`src/include/exec_pkg.sv`:
```
// types and constants of the alu and branch execute stage
// assumes a decoder that fills instr_t and a 25 MHz core clock
package exec_pkg;

    localparam int PC_W = 22;
    localparam int Z_W  = 16;

    // status flag bit positions
    localparam int F_C = 0;
    localparam int F_Z = 1;
    localparam int F_N = 2;
    localparam int F_V = 3;
    localparam int F_S = 4;
    localparam int F_H = 5;
    localparam int F_I = 7;

    // register byte offsets on the bus
    localparam logic [7:0] A_FLAGS = 8'h00;
    localparam logic [7:0] A_PC    = 8'h04;
    localparam logic [7:0] A_CTRL  = 8'h08;
    localparam logic [7:0] A_CYC   = 8'h0c;

    // values after reset
    localparam logic [7:0]      FLAGS_RST = 8'h00;
    localparam logic            RUN_RST   = 1'b1;
    localparam logic [PC_W-1:0] PC_RST    = 22'h000000;

    // cycle counts
    localparam logic [2:0] CYC_ONE  = 3'h1;
    localparam logic [2:0] CYC_TWO  = 3'h2;
    localparam logic [2:0] CYC_CALL = 3'h3;
    localparam logic [2:0] CYC_RET  = 3'h4;
    localparam logic [2:0] CYC_SKIP2 = 3'h3;

    // words skipped past a one- or two-word instruction
    localparam logic [PC_W-1:0] SKIP_ONE = 22'h000002;
    localparam logic [PC_W-1:0] SKIP_TWO = 22'h000003;

    typedef enum logic [5:0] {
        op_add, op_add_carry, op_sub, op_sub_imm, op_sub_carry,
        sub_imm_with_borrow, op_and, and_with_immediate, op_or,
        op_or_imm, op_xor, op_inc, op_dec, set_bits_op, clear_bits_op,
        test_zero_minus_op, op_cmp, op_cmp_carry, op_cmp_imm,
        relative_jump_op, pointer_jump_op, pointer_call_op, op_return,
        interrupt_return_op, compare_skip_equal_op,
        skip_reg_bit_clear_op, skip_reg_bit_set_op,
        skip_io_bit_clear_op, skip_io_bit_set_op,
        branch_flag_set_op, branch_flag_clear_op, branch_equal_op,
        branch_not_equal_op, op_br_carry_set, op_br_carry_clear,
        branch_same_higher_op, branch_lower_op, branch_minus_op,
        branch_plus_op, branch_signed_ge_op, op_br_signed_lt
    } op_t;

    typedef struct packed {
        op_t             op;
        logic [7:0]      rd_val;
        logic [7:0]      rr_val;
        logic [7:0]      imm;
        logic [2:0]      bit_sel;
        logic [7:0]      io_byte;
        logic [11:0]     k;
        logic [PC_W-1:0] pc;
        logic [Z_W-1:0]  z_ptr;
        logic [PC_W-1:0] stack_pc;
        logic            next_two_word;
    } instr_t;

    typedef struct packed {
        logic            wr_en;
        logic [7:0]      result;
        logic [PC_W-1:0] pc_next;
        logic            push_ret;
        logic [PC_W-1:0] ret_addr;
        logic [2:0]      cycles;
    } result_t;

endpackage

```
`src/design/alu_and_branch_execute.sv`:
```
// execute stage: arithmetic, logic, compare, skip and branch group
// assumes decode supplies operands in instr_t on the core clock and
// an ahb-lite master reaches the flag, pc, control and cycle registers
`timescale 1ns/1ps

module alu_and_branch_execute
(
    // clock and reset
    input  wire logic             hclk,
    input  wire logic             hresetn,
    // ahb-lite slave
    input  wire logic             hsel,
    input  wire logic [31:0]      haddr,
    input  wire logic [1:0]       htrans,
    input  wire logic             hwrite,
    input  wire logic [2:0]       hsize,
    input  wire logic [31:0]      hwdata,
    input  wire logic             hready,
    output logic                  hreadyout,
    output logic                  hresp,
    output logic [31:0]           hrdata,
    // instruction from decode
    input  wire logic             in_valid,
    output logic                  in_ready,
    input  wire exec_pkg::instr_t instr,
    // results to register file and program counter
    output logic                  out_valid,
    output exec_pkg::result_t     out,
    output logic [7:0]            flags
);
    import exec_pkg::*;

    typedef enum logic {st_idle, st_busy} state_t;

    ////////////////////////////////////////////////////////////////////////
    function automatic logic [10:0] arith(input logic [7:0] a,
                                          input logic [7:0] b,
                                          input logic ci,
                                          input logic sub);
        logic [8:0] s;
        logic [4:0] lo;
        logic       v;
        s  = sub ? {1'b0, a} - {1'b0, b} - {8'h00, ci}
                 : {1'b0, a} + {1'b0, b} + {8'h00, ci};
        lo = sub ? {1'b0, a[3:0]} - {1'b0, b[3:0]} - {4'h0, ci}
                 : {1'b0, a[3:0]} + {1'b0, b[3:0]} + {4'h0, ci};
        v  = sub ? (a[7] ^ b[7]) & (a[7] ^ s[7])
                 : ~(a[7] ^ b[7]) & (a[7] ^ s[7]);
        return {lo[4], s[8], v, s[7:0]};
    endfunction

    function automatic logic [7:0] znvs(input logic [7:0] f,
                                        input logic [7:0] r,
                                        input logic v,
                                        input logic chain);
        // chained zero keeps multi-byte subtract results honest
        f[F_Z] = chain ? f[F_Z] & (r == 8'h00) : (r == 8'h00);
        f[F_N] = r[7];
        f[F_V] = v;
        f[F_S] = r[7] ^ v;
        return f;
    endfunction

    ////////////////////////////////////////////////////////////////////////
    state_t     st_q, st_d;
    logic [2:0] cnt_q, cnt_d;
    logic [7:0] flags_q, flags_d;
    logic       run_q, run_d;
    logic [PC_W-1:0] pc_q, pc_d;
    logic [2:0] cyc_q, cyc_d;
    result_t    out_q, out_d;
    logic       ov_q, ov_d;
    logic       acc;

    // exec combinational values
    logic [7:0]  b_op;
    logic        ci;
    logic        is_sub;
    logic        chain;
    logic [10:0] ar;
    logic [7:0]  fl;
    logic [7:0]  lr;
    logic        sk;
    logic        br;
    logic        cond;
    logic [PC_W-1:0] rel;
    result_t     res;

    assign in_ready  = (st_q == st_idle) && run_q;
    assign acc       = in_valid && in_ready;
    assign out       = out_q;
    assign out_valid = ov_q;
    assign flags     = flags_q;

    ////////////////////////////////////////////////////////////////////////
    always_comb begin
        b_op   = instr.rr_val;
        ci     = 1'b0;
        is_sub = 1'b1;
        chain  = 1'b0;
        unique case (instr.op)
            op_add: is_sub = 1'b0;
            op_add_carry: begin
                is_sub = 1'b0;
                ci     = flags_q[F_C];
            end
            op_sub_imm, op_cmp_imm: b_op = instr.imm;
            op_sub_carry, op_cmp_carry: begin
                ci    = flags_q[F_C];
                chain = 1'b1;
            end
            sub_imm_with_borrow: begin
                b_op  = instr.imm;
                ci    = flags_q[F_C];
                chain = 1'b1;
            end
            default: b_op = instr.rr_val;
        endcase
        ar = arith(instr.rd_val, b_op, ci, is_sub);
        fl = znvs(flags_q, ar[7:0], ar[8], chain);
        fl[F_C] = ar[9];
        fl[F_H] = ar[10];
        rel = instr.pc + PC_W'($signed(instr.k)) + PC_W'(1);

        res          = '0;
        res.result   = instr.rd_val;
        res.pc_next  = instr.pc + PC_W'(1);
        res.ret_addr = instr.pc + PC_W'(1);
        res.cycles   = CYC_ONE;
        flags_d      = flags_q;
        lr           = instr.rd_val;
        sk           = 1'b0;
        br           = 1'b0;
        cond         = 1'b0;
        unique case (instr.op)
            op_add, op_add_carry, op_sub, op_sub_imm, op_sub_carry,
            sub_imm_with_borrow: begin
                res.wr_en  = 1'b1;
                res.result = ar[7:0];
                flags_d    = fl;
            end
            op_cmp, op_cmp_carry, op_cmp_imm: flags_d = fl;
            op_and, op_or, op_xor, and_with_immediate, op_or_imm,
            set_bits_op, clear_bits_op, test_zero_minus_op: begin
                unique case (instr.op)
                    op_and:             lr = instr.rd_val & instr.rr_val;
                    and_with_immediate: lr = instr.rd_val & instr.imm;
                    op_or:              lr = instr.rd_val | instr.rr_val;
                    op_or_imm, set_bits_op:
                        lr = instr.rd_val | instr.imm;
                    op_xor:             lr = instr.rd_val ^ instr.rr_val;
                    clear_bits_op:
                        lr = instr.rd_val & ~instr.imm;
                    default:
                        lr = instr.rd_val & instr.rd_val;
                endcase
                res.wr_en  = 1'b1;
                res.result = lr;
                flags_d    = znvs(flags_q, lr, 1'b0, 1'b0);
            end
            op_inc, op_dec: begin
                lr = (instr.op == op_inc) ? instr.rd_val + 8'h01
                                          : instr.rd_val - 8'h01;
                res.wr_en  = 1'b1;
                res.result = lr;
                flags_d = znvs(flags_q, lr, (instr.op == op_inc) ?
                               (lr == 8'h80) : (lr == 8'h7f),
                               1'b0);
            end
            relative_jump_op: begin
                res.pc_next = rel;
                res.cycles  = CYC_TWO;
            end
            pointer_jump_op, pointer_call_op: begin
                // upper pc bits forced to zero
                res.pc_next = {{(PC_W-Z_W){1'b0}}, instr.z_ptr};
                res.cycles  = CYC_TWO;
                if (instr.op == pointer_call_op) begin
                    res.push_ret = 1'b1;
                    res.cycles   = CYC_CALL;
                end
            end
            op_return, interrupt_return_op: begin
                res.pc_next = instr.stack_pc;
                res.cycles  = CYC_RET;
                if (instr.op == interrupt_return_op)
                    flags_d[F_I] = 1'b1;
            end
            compare_skip_equal_op: begin
                sk   = 1'b1;
                cond = instr.rd_val == instr.rr_val;
            end
            skip_reg_bit_clear_op, skip_reg_bit_set_op: begin
                sk   = 1'b1;
                cond = instr.rr_val[instr.bit_sel] ==
                       (instr.op == skip_reg_bit_set_op);
            end
            skip_io_bit_clear_op, skip_io_bit_set_op: begin
                sk   = 1'b1;
                cond = instr.io_byte[instr.bit_sel] ==
                       (instr.op == skip_io_bit_set_op);
            end
            branch_flag_set_op, branch_flag_clear_op: begin
                br   = 1'b1;
                cond = flags_q[instr.bit_sel] ==
                       (instr.op == branch_flag_set_op);
            end
            branch_equal_op, branch_not_equal_op: begin
                br   = 1'b1;
                cond = flags_q[F_Z] ==
                       (instr.op == branch_equal_op);
            end
            op_br_carry_set, branch_lower_op: begin
                br   = 1'b1;
                cond = flags_q[F_C];
            end
            op_br_carry_clear, branch_same_higher_op: begin
                br   = 1'b1;
                cond = !flags_q[F_C];
            end
            branch_signed_ge_op, op_br_signed_lt: begin
                br   = 1'b1;
                cond = (flags_q[F_N] ^ flags_q[F_V]) ==
                       (instr.op == op_br_signed_lt);
            end
            branch_minus_op, branch_plus_op: begin
                br   = 1'b1;
                cond = flags_q[F_N] ==
                       (instr.op == branch_minus_op);
            end
            default: res.wr_en = 1'b0;
        endcase
        if (sk && cond) begin
            res.pc_next = instr.pc + (instr.next_two_word ? SKIP_TWO
                                                          : SKIP_ONE);
            res.cycles  = instr.next_two_word ? CYC_SKIP2 : CYC_TWO;
        end
        if (br && cond) begin
            res.pc_next = rel;
            res.cycles  = CYC_TWO;
        end
    end

    ////////////////////////////////////////////////////////////////////////
    // ahb-lite slave: zero wait, read data latched in the address phase
    logic        dp_wr_q, dp_wr_d;
    logic [7:0]  dp_ad_q, dp_ad_d;
    logic [31:0] rd_q, rd_d;
    logic        ap;

    assign ap        = hsel && htrans[1] && hready;
    assign hreadyout = 1'b1;
    assign hresp     = 1'b0;
    assign hrdata    = rd_q;

    always_comb begin
        dp_wr_d = ap && hwrite;
        dp_ad_d = haddr[7:0];
        rd_d    = 32'h00000000;
        if (ap && !hwrite) begin
            unique case (haddr[7:0])
                A_FLAGS: rd_d = {24'h000000, flags_q};
                A_PC:    rd_d = {10'h000, pc_q};
                A_CTRL:  rd_d = {31'h00000000, run_q};
                A_CYC:   rd_d = {29'h00000000, cyc_q};
                default: rd_d = 32'h00000000;
            endcase
        end
        run_d = run_q;
        if (dp_wr_q && dp_ad_q == A_CTRL)
            run_d = hwdata[0];
    end

    ////////////////////////////////////////////////////////////////////////
    // sequencing: stall decode for the extra cycles of long instructions
    logic [7:0] flags_n;

    always_comb begin
        st_d  = st_q;
        cnt_d = cnt_q;
        out_d = out_q;
        ov_d  = acc;
        pc_d  = pc_q;
        cyc_d = cyc_q;
        flags_n = flags_q;
        // instruction flag updates win over a bus write
        if (dp_wr_q && dp_ad_q == A_FLAGS)
            flags_n = hwdata[7:0];
        if (acc) begin
            flags_n = flags_d;
            out_d   = res;
            pc_d    = res.pc_next;
            cyc_d   = res.cycles;
            if (res.cycles != CYC_ONE) begin
                st_d  = st_busy;
                cnt_d = res.cycles - CYC_ONE;
            end
        end else if (st_q == st_busy) begin
            cnt_d = cnt_q - 3'h1;
            if (cnt_q == 3'h1)
                st_d = st_idle;
        end
    end

    always_ff @(posedge hclk or negedge hresetn) begin
        if (!hresetn) begin
            st_q    <= st_idle;
            cnt_q   <= 3'h0;
            flags_q <= FLAGS_RST;
            run_q   <= RUN_RST;
            pc_q    <= PC_RST;
            cyc_q   <= 3'h0;
            out_q   <= '0;
            ov_q    <= 1'b0;
            dp_wr_q <= 1'b0;
            dp_ad_q <= 8'h00;
            rd_q    <= 32'h00000000;
        end else begin
            st_q    <= st_d;
            cnt_q   <= cnt_d;
            flags_q <= flags_n;
            run_q   <= run_d;
            pc_q    <= pc_d;
            cyc_q   <= cyc_d;
            out_q   <= out_d;
            ov_q    <= ov_d;
            dp_wr_q <= dp_wr_d;
            dp_ad_q <= dp_ad_d;
            rd_q    <= rd_d;
        end
    end
endmodule

```
`config.mk`:
```
export PLATFORM = sky130hd
export DESIGN_NAME = alu_and_branch_execute
export DESIGN_NICKNAME = d
export VERILOG_FILES = /design/src/include/exec_pkg.sv /design/src/design/alu_and_branch_execute.sv
export SDC_FILE = /design/constraint.sdc
export NUM_CORES = 1
export LEC_CHECK = 0
export BUFFER_PORTS_ARGS = -buffer_cell sky130_fd_sc_hd__buf_2
export CORE_UTILIZATION = 40
export CTS_CLUSTER_SIZE = 30
export DETAILED_ROUTE_END_ITERATION = 10
export GPL_TIMING_DRIVEN = 0
export PLACE_DENSITY_LB_ADDON = 0.3
export SETUP_SLACK_MARGIN = 0.1
export SKIP_LAST_GASP = 1
export SLEW_MARGIN = 20
export SYNTH_ARGS = -nofsm -noshare
export SYNTH_HDL_FRONTEND = slang
export SYNTH_SLANG_ARGS = --single-unit
```
`constraint.sdc`:
```
create_clock -name hclk -period 3.23 [get_ports hclk]
set_clock_uncertainty 0.05 [all_clocks]
set_input_delay 0.323 -clock hclk [delete_from_list [all_inputs] [get_ports hclk]]
set_output_delay 0.323 -clock hclk [all_outputs]
set_load 0.1 [all_outputs]
```
# Word-level counts from Yosys, hierarchy flattened
# Index checks and enable logic that the tools add are counted.
[totals] ff_bits=112 input_bits=189 output_inout_bits=101 elab_cells=209
[classes] n_addsub=16 n_lt_le_gt_ge=1 eq_ne=62 n_mux=47 n_bitwise=19 n_reduce_logical=47
[ops] cell="6-bit by 5-bit == test with 1-bit output, second input constant" count=16
[ops] cell="22-bit one-hot mux with 4 select lines" count=1
[ops] cell="22-bit 2-to-1 mux" count=3
[ops] cell="22-bit one-hot mux with 3 select lines" count=1
[ops] cell="6-bit == test, second input constant" count=9
[ops] cell="6-bit by 4-bit == test with 1-bit output, second input constant" count=8
[ops] cell="8-bit one-hot mux with 6 select lines" count=1
[ops] cell="22-bit by 1-bit adder with 22-bit output, second input constant" count=2
[ops] cell="8-bit logical NOT" count=5
[ops] cell="8-bit 2-to-1 mux" count=5
[ops] cell="8-bit AND" count=4
[ops] cell="2-bit OR reduction" count=13
[ops] cell="6-bit by 3-bit == test with 1-bit output, second input constant" count=4
[ops] cell="8-bit by 4-bit == test with 1-bit output, second input constant" count=3
[ops] cell="8-bit one-hot mux with 3 select lines" count=1
[ops] cell="22-bit by 2-bit adder with 22-bit output" count=1
[ops] cell="22-bit adder" count=1
[ops] cell="1-bit 2-to-1 mux" count=22
[ops] cell="6-bit one-hot mux with 3 select lines" count=1
[ops] cell="8-bit OR" count=2
[ops] cell="16-bit OR reduction" count=1
[ops] cell="3-bit 2-to-1 mux" count=5
[ops] cell="6-bit by 2-bit == test with 1-bit output, second input constant" count=2
[ops] cell="12-bit OR reduction" count=1
[ops] cell="other kinds (46)" count=80

# Logic depth before layout (Yosys ltp)
[logic_depth] depth_word=12 ltp_mapped=19 mapped_depth_nobuf=18

# Worst setup path after synthesis
# OpenSTA, ideal clock, no wires.
[synth_timing] kind="input to register" from="input port instr[108] in the netlist's numbering" to="register flags_q[2], in the netlist flags[2]" setup_time_ps=140 t_arrival_ps=4260 t_required_ps=3040 path_slack_ps=-1220 path_stages=19 n_path_buf=2 path_cell_list="buf_2 buf_1 xor2_1 a32oi_1 nor3_1 mux2_2 fa_1 inv_1 ha_1 o21ai_0 a211oi_1 a21o_1 a21oi_1 xor2_1 nor2_1 a21o_1 a211o_1 o21ai_0 o21ai_0"
[synth_between] elab_chain_len=8 elab_cells_between_ends=40 classes_between="add/sub (4); eq/ne (19); mux (8); reduce/logical (9)"
[synth_rtl] element="start: declaration" line="alu_and_branch_execute.sv:25" rtl="input wire exec_pkg::instr_t instr,"
[synth_rtl] element="6-bit by 2-bit == test with 1-bit output (tied with other cells)" line="alu_and_branch_execute.sv:101, alu_and_branch_execute.sv:135"
[synth_rtl] element="3-bit OR reduction (no source line)"
[synth_rtl] element="8-bit 2-to-1 mux" line="alu_and_branch_execute.sv:101" rtl="unique case (instr.op)"
[synth_rtl] element="8-bit by 8-bit subtractor with 9-bit output or 8-bit by 8-bit adder with 9-bit output (tied branches)" line="alu_and_branch_execute.sv:43, alu_and_branch_execute.sv:44"
[synth_rtl] element="9-bit by 1-bit subtractor with 9-bit output or 9-bit by 1-bit adder with 9-bit output (tied branches)" line="alu_and_branch_execute.sv:43, alu_and_branch_execute.sv:44"
[synth_rtl] element="9-bit 2-to-1 mux" line="alu_and_branch_execute.sv:43" rtl="s = sub ? {1'b0, a} - {1'b0, b} - {8'h00, ci}"
[synth_rtl] element="6-bit one-hot mux with 3 select lines" line="alu_and_branch_execute.sv:135" rtl="unique case (instr.op)"
[synth_rtl] element="8-bit 2-to-1 mux" line="alu_and_branch_execute.sv:289" rtl="if (acc) begin"
[synth_rtl] element="end signal: assignment" line="alu_and_branch_execute.sv:321" rtl="flags_q <= flags_n;"
[synth_rtl] element="end: declaration" line="alu_and_branch_execute.sv:67" rtl="logic [7:0] flags_q, flags_d;"
# Several ways; a longest one is shown, not always the timed one. The select of a mux whose other input is x is not followed.
# A chain may end at the register's enable or synchronous reset.

# Worst setup path after layout
# Same ends and word-level chain as after synthesis.

==> metrics.txt <==
GP Congestion=0.971; Synth Flop Type=dfrtp_1; layout cells sized above 1=30.1%; static leakage=5.57 nW; gr usage total=31.3%; Critical path buffers and inverters=4; fin crit period=3.58 ns; Tightest Pin Transition=1.05 ns; max-cap violation count=0; non-filler instance count after layout=1774; final worst slack=-0.355 ns; period utilization=111%; PortBufs=221; Synth cell types=77; Vias=10.5k; H-tree depth=3; drt first pass iters=6; vias in the first global route=9731; critical path's top delay family=compound AO/OA/AOI/OAI gates; Clock Path Buffers=2; Starting Density=41.3%; Layout Nets=1706; Die Span X=156 um; area leader, netlist=dfrtp_1; synth cell count leaders=nand2_1 (119), dfrtp_1 (101), nor2_1 (100); post-synthesis sequential area ratio=27.1%; routed vias/inst=5.91; #FFs+latches synth=102; GRT Residual Overflow=0; maximum vdd drop=0.000684 V; Cell Area, Synth=9430 um^2; clk sinks=102; initial antenna violation count=2; DRC violations left=0; Setup Viol. Count Final=12; area occupied by multi-input gates=6910 um^2; Final Hold Viols=0; crit path cell chain=buf_12, buf_8, xor2_4, a32oi_4, nor3_4, buf_6, mux2_4, fa_2, inv_2, ha_4, o21ai_4, a211oi_2, a21o_1, a21oi_2, xor2_1, nor2_1, a21o_1, a211o_1, o21ai_2, o21ai_2; initial drt markers=938; RSZ-0062 raised after global routing=true; synth-to-layout area growth=31.0%; Gate Count Post-Synth=1177; Die H=156 um; Layout fillers=2201; root buffer cell=clkbuf_16; CP endpoint kind=register; Fmax=0.279 GHz; Placed Instances=1722; Synth top area share=26.8%; Place WS=-1.19 ns; failing checks=setup timing; Worst Setup Path Type=in2reg; Crit-path slowest cell=fa_2; first-pass GRT wire length=57.1 mm; antenna-violating nets left=0; WL per Instance=21.4 um; CP Launch Type=input pin; worst skew pair latency=0.37 ns; CTS tree=yes; num ports=290; Syn Area/Cell=8.01 um^2; Clock transition at path regs=0.08 ns; CP Data Arrival Time=3.77 ns; largest stage delay on the critical path=0.57 ns; Core ar.=22800 um^2; Yosys Warn Count=0; Power, Total=8.62 mW; outcome=finished with violations; Async S/R FF share, synth=100%; die footprint=24200 um^2; pins over their slew limit=0; Hold Path Class=in2reg; Power Dens Cells=698 nW/um^2; Rel. slew slack=29.6%; HPWL Detailed=29.4 mm; Worst Path Max Fanout=4; Reg area=2580 um^2; row cnt=55; final wirelength=38.0 mm; most frequent cell after synthesis=nand2_1; pin count of the biggest net entering global routing=78; Post-synth EDFFs=0; Synth area leaders=dfrtp_1 (27%), ha_1 (7.4%), a21oi_1 (5.2%); Worst EP required=3.42 ns; Num CTS Buffers=9
## final timing paths
check	start	endpoint	slack (ns)	cells after the start
max in group asynchronous	hresetn	flags[0]	2.09	3
min in group asynchronous	hresetn	hrdata[14]	0.35	2
worst min register to register	out[4]	out[4]	0.43	2
worst max register to register	flags[0]	flags[2]	-0.22	16
worst max-delay path	instr[108]	flags[2]	-0.35	20
worst min-delay path	haddr[4]	dp_ad_q[4]	0.03	1
## metrics by stage
| stage | instance area (um^2) | hold WS, ns | setup TNS (ns) | util [%] |
|---|---|---|---|---|
| after floorplan | 9680 | -0.0226 | -3.20 | - |
| after global placement | 11200 | 0.394 | -16.61 | 48.9 |
| after detailed placement | 11200 | 0.154 | -17.86 | 49.1 |
| after CTS | 12000 | 0.0234 | -1.94 | 52.7 |
| after global routing | 12400 | 0.0172 | -3.48 | 54.1 |
| final | 12400 | 0.0290 | -2.25 | 54.1 |
## per-layer routing
layer / global-route usage (%) / part of all wire [%] / up-vias
li1: - / - / 4798
met1: 42.7 / 41 / 4972
met2: 48.2 / 44 / 622
met3: 7.89 / 11 / 92
met4: 10.3 / 3.5 / 0
met5: 0 / 0 / -
## final cells by class
| cell class | instances | share of cell area [%] |
|---|---|---|
| tap | 313 | 3.17 |
| timing repair buffer | 260 | 12.1 |
| clock buffer | 9 | 1.82 |
| sequential | 102 | 20.9 |
| inverter | 49 | 1.53 |
| multi-input combinational | 957 | 55.9 |
| clock inverter | 7 | 0.739 |
| buffer | 76 | 3.83 |
| antenna | 1 | 0.0203 |
## layout by cell type, fill, tap and decap left out, drive strengths merged, types with 5 or more instances in the layout
cell	instances
a211o	5
a211oi	18
a21o	17
a21oi	98
a221oi	12
a31oi	13
and2	21
and3	11
and4	5
buf	284
clkbuf	60
conb	12
dfrtp	101
fa	6
ha	56
inv	52
mux2	12
mux2i	30
mux4	7
nand2	120
nand2b	9
nand3	32
nand4	16
nor2	101
nor2b	16
nor3	23
nor4	8
o211ai	13
o21a	7
o21ai	105
o21bai	7
o221ai	7
o22ai	25
o31ai	7
or2	7
or3	7
xnor2	47
xor2	36
## flip-flops by register name (all words and copies together), names as in the netlist
register,flops
out_valid,1
dp_wr_q,1
dp_ad_q,8
st_q,1
cnt_q,3
run_q,1
hrdata,22
out,57
flags,8
## timing repair
action,4_1_cts,5_1_grt
hold buffers,1,0
setup endpoints to repair,41,34
resized for setup,68,80
buffers inserted,29,10
endpoints found under the hold margin,25,0
gates cloned,0,2
pin swaps,30,46
## power breakdown
part	switching [mW]	total (mW)	internal, mW
Combinational	4.21	5.36	1.15
Sequential	0.392	2.07	1.68
Clock	0.569	1.19	0.622
Total	5.17	8.62	3.46
## cells by family (layout without fill, tap and decap cells)
kind of cell               Yosys count  in the layout  share of synthesized area (%)
xor gates and xnor gates            83             83                           7.71
DFF                                102            102                           27.1
and+or+nand+nor                    389            389                           20.2
adders and majority gates           62             62                           8.70
buffers and inverters              128            401                           5.81
other                                2             13                         0.0796
AOI/OAI and AO/OA                  362            362                           24.2
muxes                               49             49                           6.29
(Power assumes the default switching activity.)
